$ cat config.mk
export PLATFORM = sky130hd
export DESIGN_NAME = fisb_status_bank
export DESIGN_NICKNAME = d
export VERILOG_FILES = /design/src/inc/fisb_pkg.sv /design/src/hdl/fisb_status_bank.sv
export SDC_FILE = /design/constraint.sdc
export NUM_CORES = 1
export LEC_CHECK = 0
export BUFFER_PORTS_ARGS = -buffer_cell sky130_fd_sc_hd__buf_2
export CAP_MARGIN = 20
export CORE_AREA = 4 4 116 107
export DETAILED_ROUTE_END_ITERATION = 10
export DIE_AREA = 0 0 120 111
export PLACE_DENSITY_LB_ADDON = 0.05
export SLEW_MARGIN = 40
export SYNTH_ARGS = -nofsm -noshare
export SYNTH_HDL_FRONTEND = slang
export SYNTH_SLANG_ARGS = --single-unit
$ cat constraint.sdc
create_clock -name clk_in -period 2 [get_ports clk_in]
set_clock_uncertainty 0.15 [all_clocks]
set_input_delay 0.2 -clock clk_in [delete_from_list [all_inputs] [get_ports clk_in]]
set_output_delay 0.2 -clock clk_in [all_outputs]
set_load 0.01 [all_outputs]
$ cat src/inc/fisb_pkg.sv
// Constants for the fault and interrupt status register bank.
// Assumes an 8-bit register port and one 200 MHz clock domain.
package fisb_pkg;

  // ----------------------------------------------------------------
  // Widths
  // ----------------------------------------------------------------
  localparam int ADDR_W = 8;
  localparam int DATA_W = 8;
  localparam int SRC_W = 20;

  // ----------------------------------------------------------------
  // Register offsets
  // ----------------------------------------------------------------
  localparam logic [7:0] ADDR_LTCH_EVT = 8'h3B;
  localparam logic [7:0] ADDR_CLK_STS = 8'h3C;
  localparam logic [7:0] ADDR_CH_SUM = 8'h3D;
  localparam logic [7:0] ADDR_OUT1 = 8'h40;
  localparam logic [7:0] ADDR_OUT2 = 8'h41;
  localparam logic [7:0] ADDR_HS = 8'h42;
  localparam logic [7:0] ADDR_IRQ_STS = 8'h44;
  localparam logic [7:0] ADDR_IRQ_MASK = 8'h45;

  // ----------------------------------------------------------------
  // Reset values
  // ----------------------------------------------------------------
  localparam logic [7:0] RST_STATUS = 8'h00;
  localparam logic [7:0] RST_MASK = 8'h00;

  // ----------------------------------------------------------------
  // Field positions
  // ----------------------------------------------------------------
  localparam int BIT_GPA_UP = 7;
  localparam int BIT_GPA_LOW = 6;
  localparam int BIT_VAD_UP = 5;
  localparam int BIT_VAD_DN = 4;
  localparam int BIT_CLK_ERR = 7;
  localparam int BIT_PLL_LOCK = 6;
  localparam int BIT_IN1 = 7;
  localparam int BIT_IN2 = 6;
  localparam int BIT_OUT1 = 5;
  localparam int BIT_OUT2 = 4;
  localparam int BIT_SC_P = 7;
  localparam int BIT_SC_M = 6;
  localparam int BIT_VG_P = 5;
  localparam int BIT_VG_M = 4;
  localparam int BIT_ANALOG_REGULATOR = 0;
  localparam int BIT_HS_INS = 3;
  localparam int BIT_HS_REM = 2;
  localparam int BIT_HS_HOOK = 1;
  localparam int BIT_IRQ_CLK = 0;

  // ----------------------------------------------------------------
  // Source vector indices
  // ----------------------------------------------------------------
  localparam int SRC_GPA_UP = 0;
  localparam int SRC_GPA_LOW = 1;
  localparam int SRC_VAD_UP = 2;
  localparam int SRC_VAD_DN = 3;
  localparam int SRC_CLK_ERR = 4;
  localparam int SRC_PLL_LOCK = 5;
  localparam int SRC_IN1 = 6;
  localparam int SRC_IN2 = 7;
  localparam int SRC_O1_SC_P = 8;
  localparam int SRC_O1_SC_M = 9;
  localparam int SRC_O1_VG_P = 10;
  localparam int SRC_O1_VG_M = 11;
  localparam int SRC_O2_SC_P = 12;
  localparam int SRC_O2_SC_M = 13;
  localparam int SRC_O2_VG_P = 14;
  localparam int SRC_O2_VG_M = 15;
  localparam int SRC_ANALOG_REGULATOR = 16;
  localparam int SRC_HS_INS = 17;
  localparam int SRC_HS_REM = 18;
  localparam int SRC_HS_HOOK = 19;

endpackage

$ cat src/hdl/fisb_status_bank.sv
// Fault and interrupt status register bank of an audio codec.
// Assumes detector levels arrive asynchronously from analog blocks
// and a simple strobe register port on the same clock as this bank.

// Function
// - Latch bit 7 on upper threshold crossing
// - Latch bit 6 on lower threshold crossing
// - Latch bit 5 on voice power-up detect
// - Latch bit 4 on voice power-down detect
// - Reserved bits read zero, writes ignored
// - Clock status bit 7 follows clock error
// - Clock status bit 6 follows PLL lock
// - Summary bits 7..4 flag channel faults
// - Output one bits 7,6 pin shorts
// - Output one bits 5,4 virtual ground
// - Output two bits 7,6 pin shorts
// - Output two bits 5,4 virtual ground
// - Output two bit 0 regulator short
// - Headset bit 3 shows insertion
// - Headset bit 2 shows removal
// - Hook button flag placed at bit 1
module fisb_status_bank (
  // Clock and reset
  input wire logic clk_in,
  input wire logic rst_n_in,
  // Register port
  input wire logic [7:0] addr_in,
  input wire logic [7:0] wdata_in,
  input wire logic wr_in,
  input wire logic rd_in,
  output logic [7:0] rdata_out,
  // Monitor and voice detector levels
  input wire logic gpa_up_in,
  input wire logic gpa_low_in,
  input wire logic vad_up_in,
  input wire logic vad_down_in,
  // Clocking levels
  input wire logic clk_err_in,
  input wire logic pll_lock_in,
  // Input channel fault levels
  input wire logic in1_fault_in,
  input wire logic in2_fault_in,
  // Output one fault levels
  input wire logic out1_sc_p_in,
  input wire logic out1_sc_m_in,
  input wire logic out1_vg_p_in,
  input wire logic out1_vg_m_in,
  // Output two fault levels
  input wire logic out2_sc_p_in,
  input wire logic out2_sc_m_in,
  input wire logic out2_vg_p_in,
  input wire logic out2_vg_m_in,
  input wire logic analog_regulator_short_in,
  // Headset levels
  input wire logic hs_insert_in,
  input wire logic hs_remove_in,
  input wire logic hs_hook_in,
  // Interrupt
  output logic irq_out
);

  // ----------------------------------------------------------------
  // State
  // ----------------------------------------------------------------
  typedef struct packed {
    logic [fisb_pkg::SRC_W-1:0] sync1;
    logic [fisb_pkg::SRC_W-1:0] sync2;
    logic [fisb_pkg::SRC_W-1:0] sync3;
    logic [fisb_pkg::SRC_W-1:0] filt;
    logic [7:0] ltch_evt;
    logic [7:0] irq_sts;
    logic [7:0] irq_mask;
    logic [7:0] rdata;
  } fisb_state_s;

  fisb_state_s st_reg;
  fisb_state_s st_next;
  logic [fisb_pkg::SRC_W-1:0] src_raw;
  logic [7:0] clk_live;
  logic [7:0] ch_live;
  logic [7:0] out1_live;
  logic [7:0] out2_live;
  logic [7:0] hs_live;
  logic rd_ltch;

  // ----------------------------------------------------------------
  // Source collection
  // ----------------------------------------------------------------
  assign src_raw = {hs_hook_in, hs_remove_in, hs_insert_in, analog_regulator_short_in,
                    out2_vg_m_in, out2_vg_p_in, out2_sc_m_in, out2_sc_p_in,
                    out1_vg_m_in, out1_vg_p_in, out1_sc_m_in, out1_sc_p_in,
                    in2_fault_in, in1_fault_in, pll_lock_in, clk_err_in,
                    vad_down_in, vad_up_in, gpa_low_in, gpa_up_in};

  assign rd_ltch = rd_in && (addr_in == fisb_pkg::ADDR_LTCH_EVT);

  // ----------------------------------------------------------------
  // Live register images
  // ----------------------------------------------------------------
  // Unlisted bits stay at zero, so reserved fields always read zero
  always_comb
  begin
    clk_live = fisb_pkg::RST_STATUS;
    clk_live[fisb_pkg::BIT_CLK_ERR] = st_reg.filt[fisb_pkg::SRC_CLK_ERR];
    clk_live[fisb_pkg::BIT_PLL_LOCK] = st_reg.filt[fisb_pkg::SRC_PLL_LOCK];
    out1_live = fisb_pkg::RST_STATUS;
    out1_live[fisb_pkg::BIT_SC_P] = st_reg.filt[fisb_pkg::SRC_O1_SC_P];
    out1_live[fisb_pkg::BIT_SC_M] = st_reg.filt[fisb_pkg::SRC_O1_SC_M];
    out1_live[fisb_pkg::BIT_VG_P] = st_reg.filt[fisb_pkg::SRC_O1_VG_P];
    out1_live[fisb_pkg::BIT_VG_M] = st_reg.filt[fisb_pkg::SRC_O1_VG_M];
    out2_live = fisb_pkg::RST_STATUS;
    out2_live[fisb_pkg::BIT_SC_P] = st_reg.filt[fisb_pkg::SRC_O2_SC_P];
    out2_live[fisb_pkg::BIT_SC_M] = st_reg.filt[fisb_pkg::SRC_O2_SC_M];
    out2_live[fisb_pkg::BIT_VG_P] = st_reg.filt[fisb_pkg::SRC_O2_VG_P];
    out2_live[fisb_pkg::BIT_VG_M] = st_reg.filt[fisb_pkg::SRC_O2_VG_M];
    out2_live[fisb_pkg::BIT_ANALOG_REGULATOR] = st_reg.filt[fisb_pkg::SRC_ANALOG_REGULATOR];
    // Output summaries are the OR of that channel's whole image, so output two also takes the regulator short
    ch_live = fisb_pkg::RST_STATUS;
    ch_live[fisb_pkg::BIT_IN1] = st_reg.filt[fisb_pkg::SRC_IN1];
    ch_live[fisb_pkg::BIT_IN2] = st_reg.filt[fisb_pkg::SRC_IN2];
    ch_live[fisb_pkg::BIT_OUT1] = |out1_live;
    ch_live[fisb_pkg::BIT_OUT2] = |out2_live;
    hs_live = fisb_pkg::RST_STATUS;
    hs_live[fisb_pkg::BIT_HS_INS] = st_reg.filt[fisb_pkg::SRC_HS_INS];
    hs_live[fisb_pkg::BIT_HS_REM] = st_reg.filt[fisb_pkg::SRC_HS_REM];
    // Printed position clashes with removal; bit 1 matches the latched copy
    hs_live[fisb_pkg::BIT_HS_HOOK] = st_reg.filt[fisb_pkg::SRC_HS_HOOK];
  end

  // ----------------------------------------------------------------
  // Next state
  // ----------------------------------------------------------------
  always_comb
  begin
    logic [fisb_pkg::SRC_W-1:0] rise;
    logic [7:0] ltch_set;
    logic [7:0] irq_set;
    logic [7:0] irq_clr;
    rise = '0;
    ltch_set = fisb_pkg::RST_STATUS;
    irq_set = fisb_pkg::RST_STATUS;
    irq_clr = fisb_pkg::RST_STATUS;
    st_next = st_reg;
    // Three stages; a level is taken once stages two and three agree
    st_next.sync1 = src_raw;
    st_next.sync2 = st_reg.sync1;
    st_next.sync3 = st_reg.sync2;
    for (int i = 0; i < fisb_pkg::SRC_W; i++)
    begin
      if (st_reg.sync2[i] == st_reg.sync3[i])
      begin
        st_next.filt[i] = st_reg.sync3[i];
      end
    end
    rise = st_next.filt & ~st_reg.filt;
    ltch_set[fisb_pkg::BIT_GPA_UP] = rise[fisb_pkg::SRC_GPA_UP];
    ltch_set[fisb_pkg::BIT_GPA_LOW] = rise[fisb_pkg::SRC_GPA_LOW];
    ltch_set[fisb_pkg::BIT_VAD_UP] = rise[fisb_pkg::SRC_VAD_UP];
    ltch_set[fisb_pkg::BIT_VAD_DN] = rise[fisb_pkg::SRC_VAD_DN];
    // A new event in the reading cycle survives the clear
    if (rd_ltch)
    begin
      st_next.ltch_evt = ltch_set;
    end
    else
    begin
      st_next.ltch_evt = st_reg.ltch_evt | ltch_set;
    end
    // Interrupt events share the latched layout in the upper nibble
    irq_set = ltch_set;
    irq_set[fisb_pkg::BIT_HS_INS] = rise[fisb_pkg::SRC_HS_INS];
    irq_set[fisb_pkg::BIT_HS_REM] = rise[fisb_pkg::SRC_HS_REM];
    irq_set[fisb_pkg::BIT_HS_HOOK] = rise[fisb_pkg::SRC_HS_HOOK];
    irq_set[fisb_pkg::BIT_IRQ_CLK] = rise[fisb_pkg::SRC_CLK_ERR];
    if (wr_in && (addr_in == fisb_pkg::ADDR_IRQ_STS))
    begin
      irq_clr = wdata_in;
    end
    st_next.irq_sts = (st_reg.irq_sts & ~irq_clr) | irq_set;
    if (wr_in && (addr_in == fisb_pkg::ADDR_IRQ_MASK))
    begin
      st_next.irq_mask = wdata_in;
    end
    // Writes to status offsets are dropped; nothing there is writable
    st_next.rdata = fisb_pkg::RST_STATUS;
    if (rd_in)
    begin
      if (addr_in == fisb_pkg::ADDR_LTCH_EVT)
      begin
        st_next.rdata = st_reg.ltch_evt;
      end
      else if (addr_in == fisb_pkg::ADDR_CLK_STS)
      begin
        st_next.rdata = clk_live;
      end
      else if (addr_in == fisb_pkg::ADDR_CH_SUM)
      begin
        st_next.rdata = ch_live;
      end
      else if (addr_in == fisb_pkg::ADDR_OUT1)
      begin
        st_next.rdata = out1_live;
      end
      else if (addr_in == fisb_pkg::ADDR_OUT2)
      begin
        st_next.rdata = out2_live;
      end
      else if (addr_in == fisb_pkg::ADDR_HS)
      begin
        st_next.rdata = hs_live;
      end
      else if (addr_in == fisb_pkg::ADDR_IRQ_STS)
      begin
        st_next.rdata = st_reg.irq_sts;
      end
      else if (addr_in == fisb_pkg::ADDR_IRQ_MASK)
      begin
        st_next.rdata = st_reg.irq_mask;
      end
    end
  end

  // ----------------------------------------------------------------
  // Registers
  // ----------------------------------------------------------------
  always_ff @(posedge clk_in or negedge rst_n_in)
  begin
    if (!rst_n_in)
    begin
      st_reg.sync1 <= '0;
      st_reg.sync2 <= '0;
      st_reg.sync3 <= '0;
      st_reg.filt <= '0;
      st_reg.ltch_evt <= fisb_pkg::RST_STATUS;
      st_reg.irq_sts <= fisb_pkg::RST_STATUS;
      st_reg.irq_mask <= fisb_pkg::RST_MASK;
      st_reg.rdata <= fisb_pkg::RST_STATUS;
    end
    else
    begin
      st_reg <= st_next;
    end
  end

  assign rdata_out = st_reg.rdata;
  assign irq_out = |(st_reg.irq_sts & st_reg.irq_mask);

  logic [fisb_pkg::SRC_W-1:0] take_hi;
  assign take_hi = st_reg.sync2 & st_reg.sync3 & ~st_reg.filt;
endmodule // fisb_status_bank

# Yosys cells after proc, flatten, opt, wreduce, memory -nomap -nowiden
# Cells that the tools add are included.
# classes
bitwise_logic,7
eq_ne,28
n_mux,31
reduce_logical,6
# op_table
cell,n
$mux W8,11
$eq A8 B7 Y1 const B,5
$eq A8 B6 Y1 const B,3
$and A20 B20 Y20,1
$eq A1 B1 Y1,20
$mux W1,20
$not A20 Y20,1
$and A8 B8 Y8,2
$or A8 B8 Y8,2
$not A8 Y8,1
$reduce_or A8 Y1,1
$reduce_or A5 Y1,1
$reduce_or A4 Y1,1
$logic_and A1 B1 Y1,3
# totals
reg_bits,112
output_inout_bits,9

# Longest topological paths before layout
# logic_depth
ltp_word,10
depth_mapped,6
depth_no_buf,4

# Worst setup path before layout
# OpenSTA, ideal clock, no wires.
# synth_timing
path_type,in2reg
startpoint,in addr_in[5]
endpoint,reg st_reg[20] (netlist name)
arrival_time_ps,1394
path_stages,4
slack_ps,338
t_required_ps,1732
cell_sequence,or4b_4 nor4_4 nand2_1 a21o_1
# synth_rtl
element,line_no,text
start: declaration,fisb_status_bank.sv:27,"input wire logic [7:0] addr_in,"
end signal: assignment,fisb_status_bank.sv:241,st_reg <= st_next;
end: declaration,fisb_status_bank.sv:76,fisb_state_s st_reg;

==> run metrics <==
outcome=completed; Fillers=1039; gr usage total=12.46%; WS Path Type=in2reg; Mapped Cells=264; Worst-path clk slew=0.07 ns; critical path's slowest cell=dlygate4sd3_1; Syn Area/Cell=14.50 um^2; Fin. Hold Viols=0; fmax=around 530 MHz; actual slew at the worst max-slew pin=about 0.46 ns; routed wire length per instance=~15 um; total power=between 4 and 5 mW; Met2 Routed Length=3322 um; antenna diode count=0; hpwl dp=roughly 5300 um; Non-Filler Instances=between 500 and 600; core area=about 11000 um^2; Final period util=93.56%; largest net degree at the start of global routing=just over 40; slack of the worst reg-to-reg path=~0.39 ns; Synth area leaders=dfrtp_1 71%, maj3_1 4.4%, mux2_2 2.6%; hold crit path type=in2reg; port bufs=48; met3 wire length=347 um; TritonCTS clock tree=yes; crit path capture type=flip-flop; Initial Util=between 30% and 40%; Leakage Power=2.154 nW; Cell Chain, Critical Path=dlygate4sd3_1, buf_2, nand2b_1, o311ai_0, a2111oi_0, a211o_1; Post-route DRC=0; worst path required time=2.07 ns; number of global-route vias before repair=2403; Antenna Nets Post-Route=0; Max FO, Critical Path=9; top_reg_cell synth=dfrtp_1; most common cell in the netlist=dfrtp_1; Sum Neg Setup Slack=0 ns; synthesis-to-layout area growth=27.07%; routed vias=2273; Vias per Instance=4.466; Post CTS Setup Buffer Count=0; Seq/Total Area, Yosys=70.61%; final instance area=4863 um^2; H-tree lvl count=3; Post-synth EDFFs=0; TritonRoute pass-1 iters=4; Mapped Nets=about 300; RSZ-0062 raised after global routing=false; placed instance count=approximately 460; TritonCTS buffer count=9; Routed WL=7513 um; first-pass GRT wire length=12870 um; Worst-Skew Late Latency=between 0.3 and 0.4 ns; Ports=49; final period demand of the worst path=1.871 ns; endpoints failing setup=0; clock sinks=about 110; Synth top cells by count=108 x dfrtp_1, 22 x nand2_1, 17 x maj3_1, 16 x nor2_1, 10 x buf_4; initial antenna violation count=0; area leader, netlist=dfrtp_1; synthesis-stage register bit count=roughly 110; Slew Limit Fails=0; count of cell types in the netlist=46; Slew HR=69.05%; Largest register FFs=44; die width=120 um; Synth async-reset ratio=between 90% and 100%; root buf cell=clkbuf_16; maximum vdd drop=around 500 uV; grt ovf=0; Worst Path Buf+Inv=2; Worst setup SP type=primary input; hold_ws=between 0.06 and 0.07 ns; die height=about 110 um; DR iter-0 viols=between 100 and 150; Synth top area share=between 70% and 80%; largest buffer count on any clock path=2; cts repair resizes=0; WL met1=~3700 um; DP Area=4254 um^2; Ys Warns=0; arrival time worst endpoint=1.95 ns; Final GP Congestion=0.7672; share of layout cells above drive strength 1=25.21%; die area=13320 um^2; delay-heaviest family, CP=compound AO/OA/AOI/OAI gates; synthesized cell area=3827 um^2; highest metal used=met4; Pwr Density=roughly 920 nW/um^2; worst stage delay on the critical path=0.53 ns; max-cap check violation count=0; row cnt=37; fin nets=389
tightest hold or removal path, stage by stage:
cell	delay, ns
buf_2	0.15
nand2_1	0.07
o32ai_1	0.08
final timing paths:
| kind | start | endpoint | cells past startpoint |
|---|---|---|---|
| max | addr_in[1] | rdata_out[7] | 6 |
| min | rd_in | rdata_out[6] | 3 |
| max reg2reg | out2_live[5] | rdata_out[4] | 4 |
| min reg2reg | st_next[81] | st_next[61] | 0 |
| max in group asynchronous | rst_n_in | out2_live[0] | 3 |
| min in group asynchronous | rst_n_in | st_next[61] | 2 |
cell families (layout without fill, tap and decap cells):
family | Yosys count | in the layout | synth area share, %
AND/OR/NAND/NOR | 60 | 60 | 8.500
AO/OA/AOI/OAI | 43 | 43 | 8.173
adder cells (fa/ha/maj) | 17 | 17 | 4.446
multiplexers | 17 | 17 | 5.394
buffers and inverters | 19 | 108 | 2.877
flip-flops | 108 | 108 | 70.61
placed cells by master, fill, tap and decap left out, types with 3 or more instances in the layout:
master         instances
mux2_2                 9
nor4_1                 3
a21oi_1                4
o2bb2ai_1              5
buf_2                 47
dlygate4sd3_1         30
mux2i_1                6
nand2_1               22
a21o_1                 6
clkbuf_16              9
nor2_1                16
or2_2                  3
o22ai_1                3
nand2b_1               3
buf_4                  8
maj3_1                17
o21ai_0                6
dfrtp_1              108
a22oi_1                5
inv_1                  7
metal layers:
metal  vias to the layer above  global-route usage [%]
met5                         -                       0
met4                         0                   3.893
met3                        10                   3.520
met2                        54                   17.87
met1                      1110                   18.24
li1                       1099                       -
power by group:
group	total [mW]	internal, mW	switching [mW]
registers	2.37	2.30	0.0726
clock network	1.80	1.04	0.756
logic	0.305	0.157	0.147
total	4.47	3.50	0.976
metrics by stage:
step           utilization, %  setup slack [ns]
3_5_place_dp            37.82            0.1259
4_1_cts                 43.23            0.1195
6_report                43.23            0.1287
2_1_floorplan               -            0.3376
3_3_place_gp            37.82            0.1328
5_1_grt                 43.23           0.02032
repair_timing:
action                                 4_1_cts  5_1_grt
hold buffers                                30        0
endpoints found under the hold margin      141        0
setup endpoints to repair                    0        0
cell type report:
cell class	count	area, um^2	area share [%]
clock buffers	11	252.7	5.197
well taps	156	195.2	4.013
flip-flops and latches	108	2703	55.57
multi-input cells	137	1015	20.86
repair buffers	86	615.6	12.66
clock inverters	4	56.30	1.158
inverters	7	26.28	0.5403
Note: power is estimated with default switching activity, not from simulation.
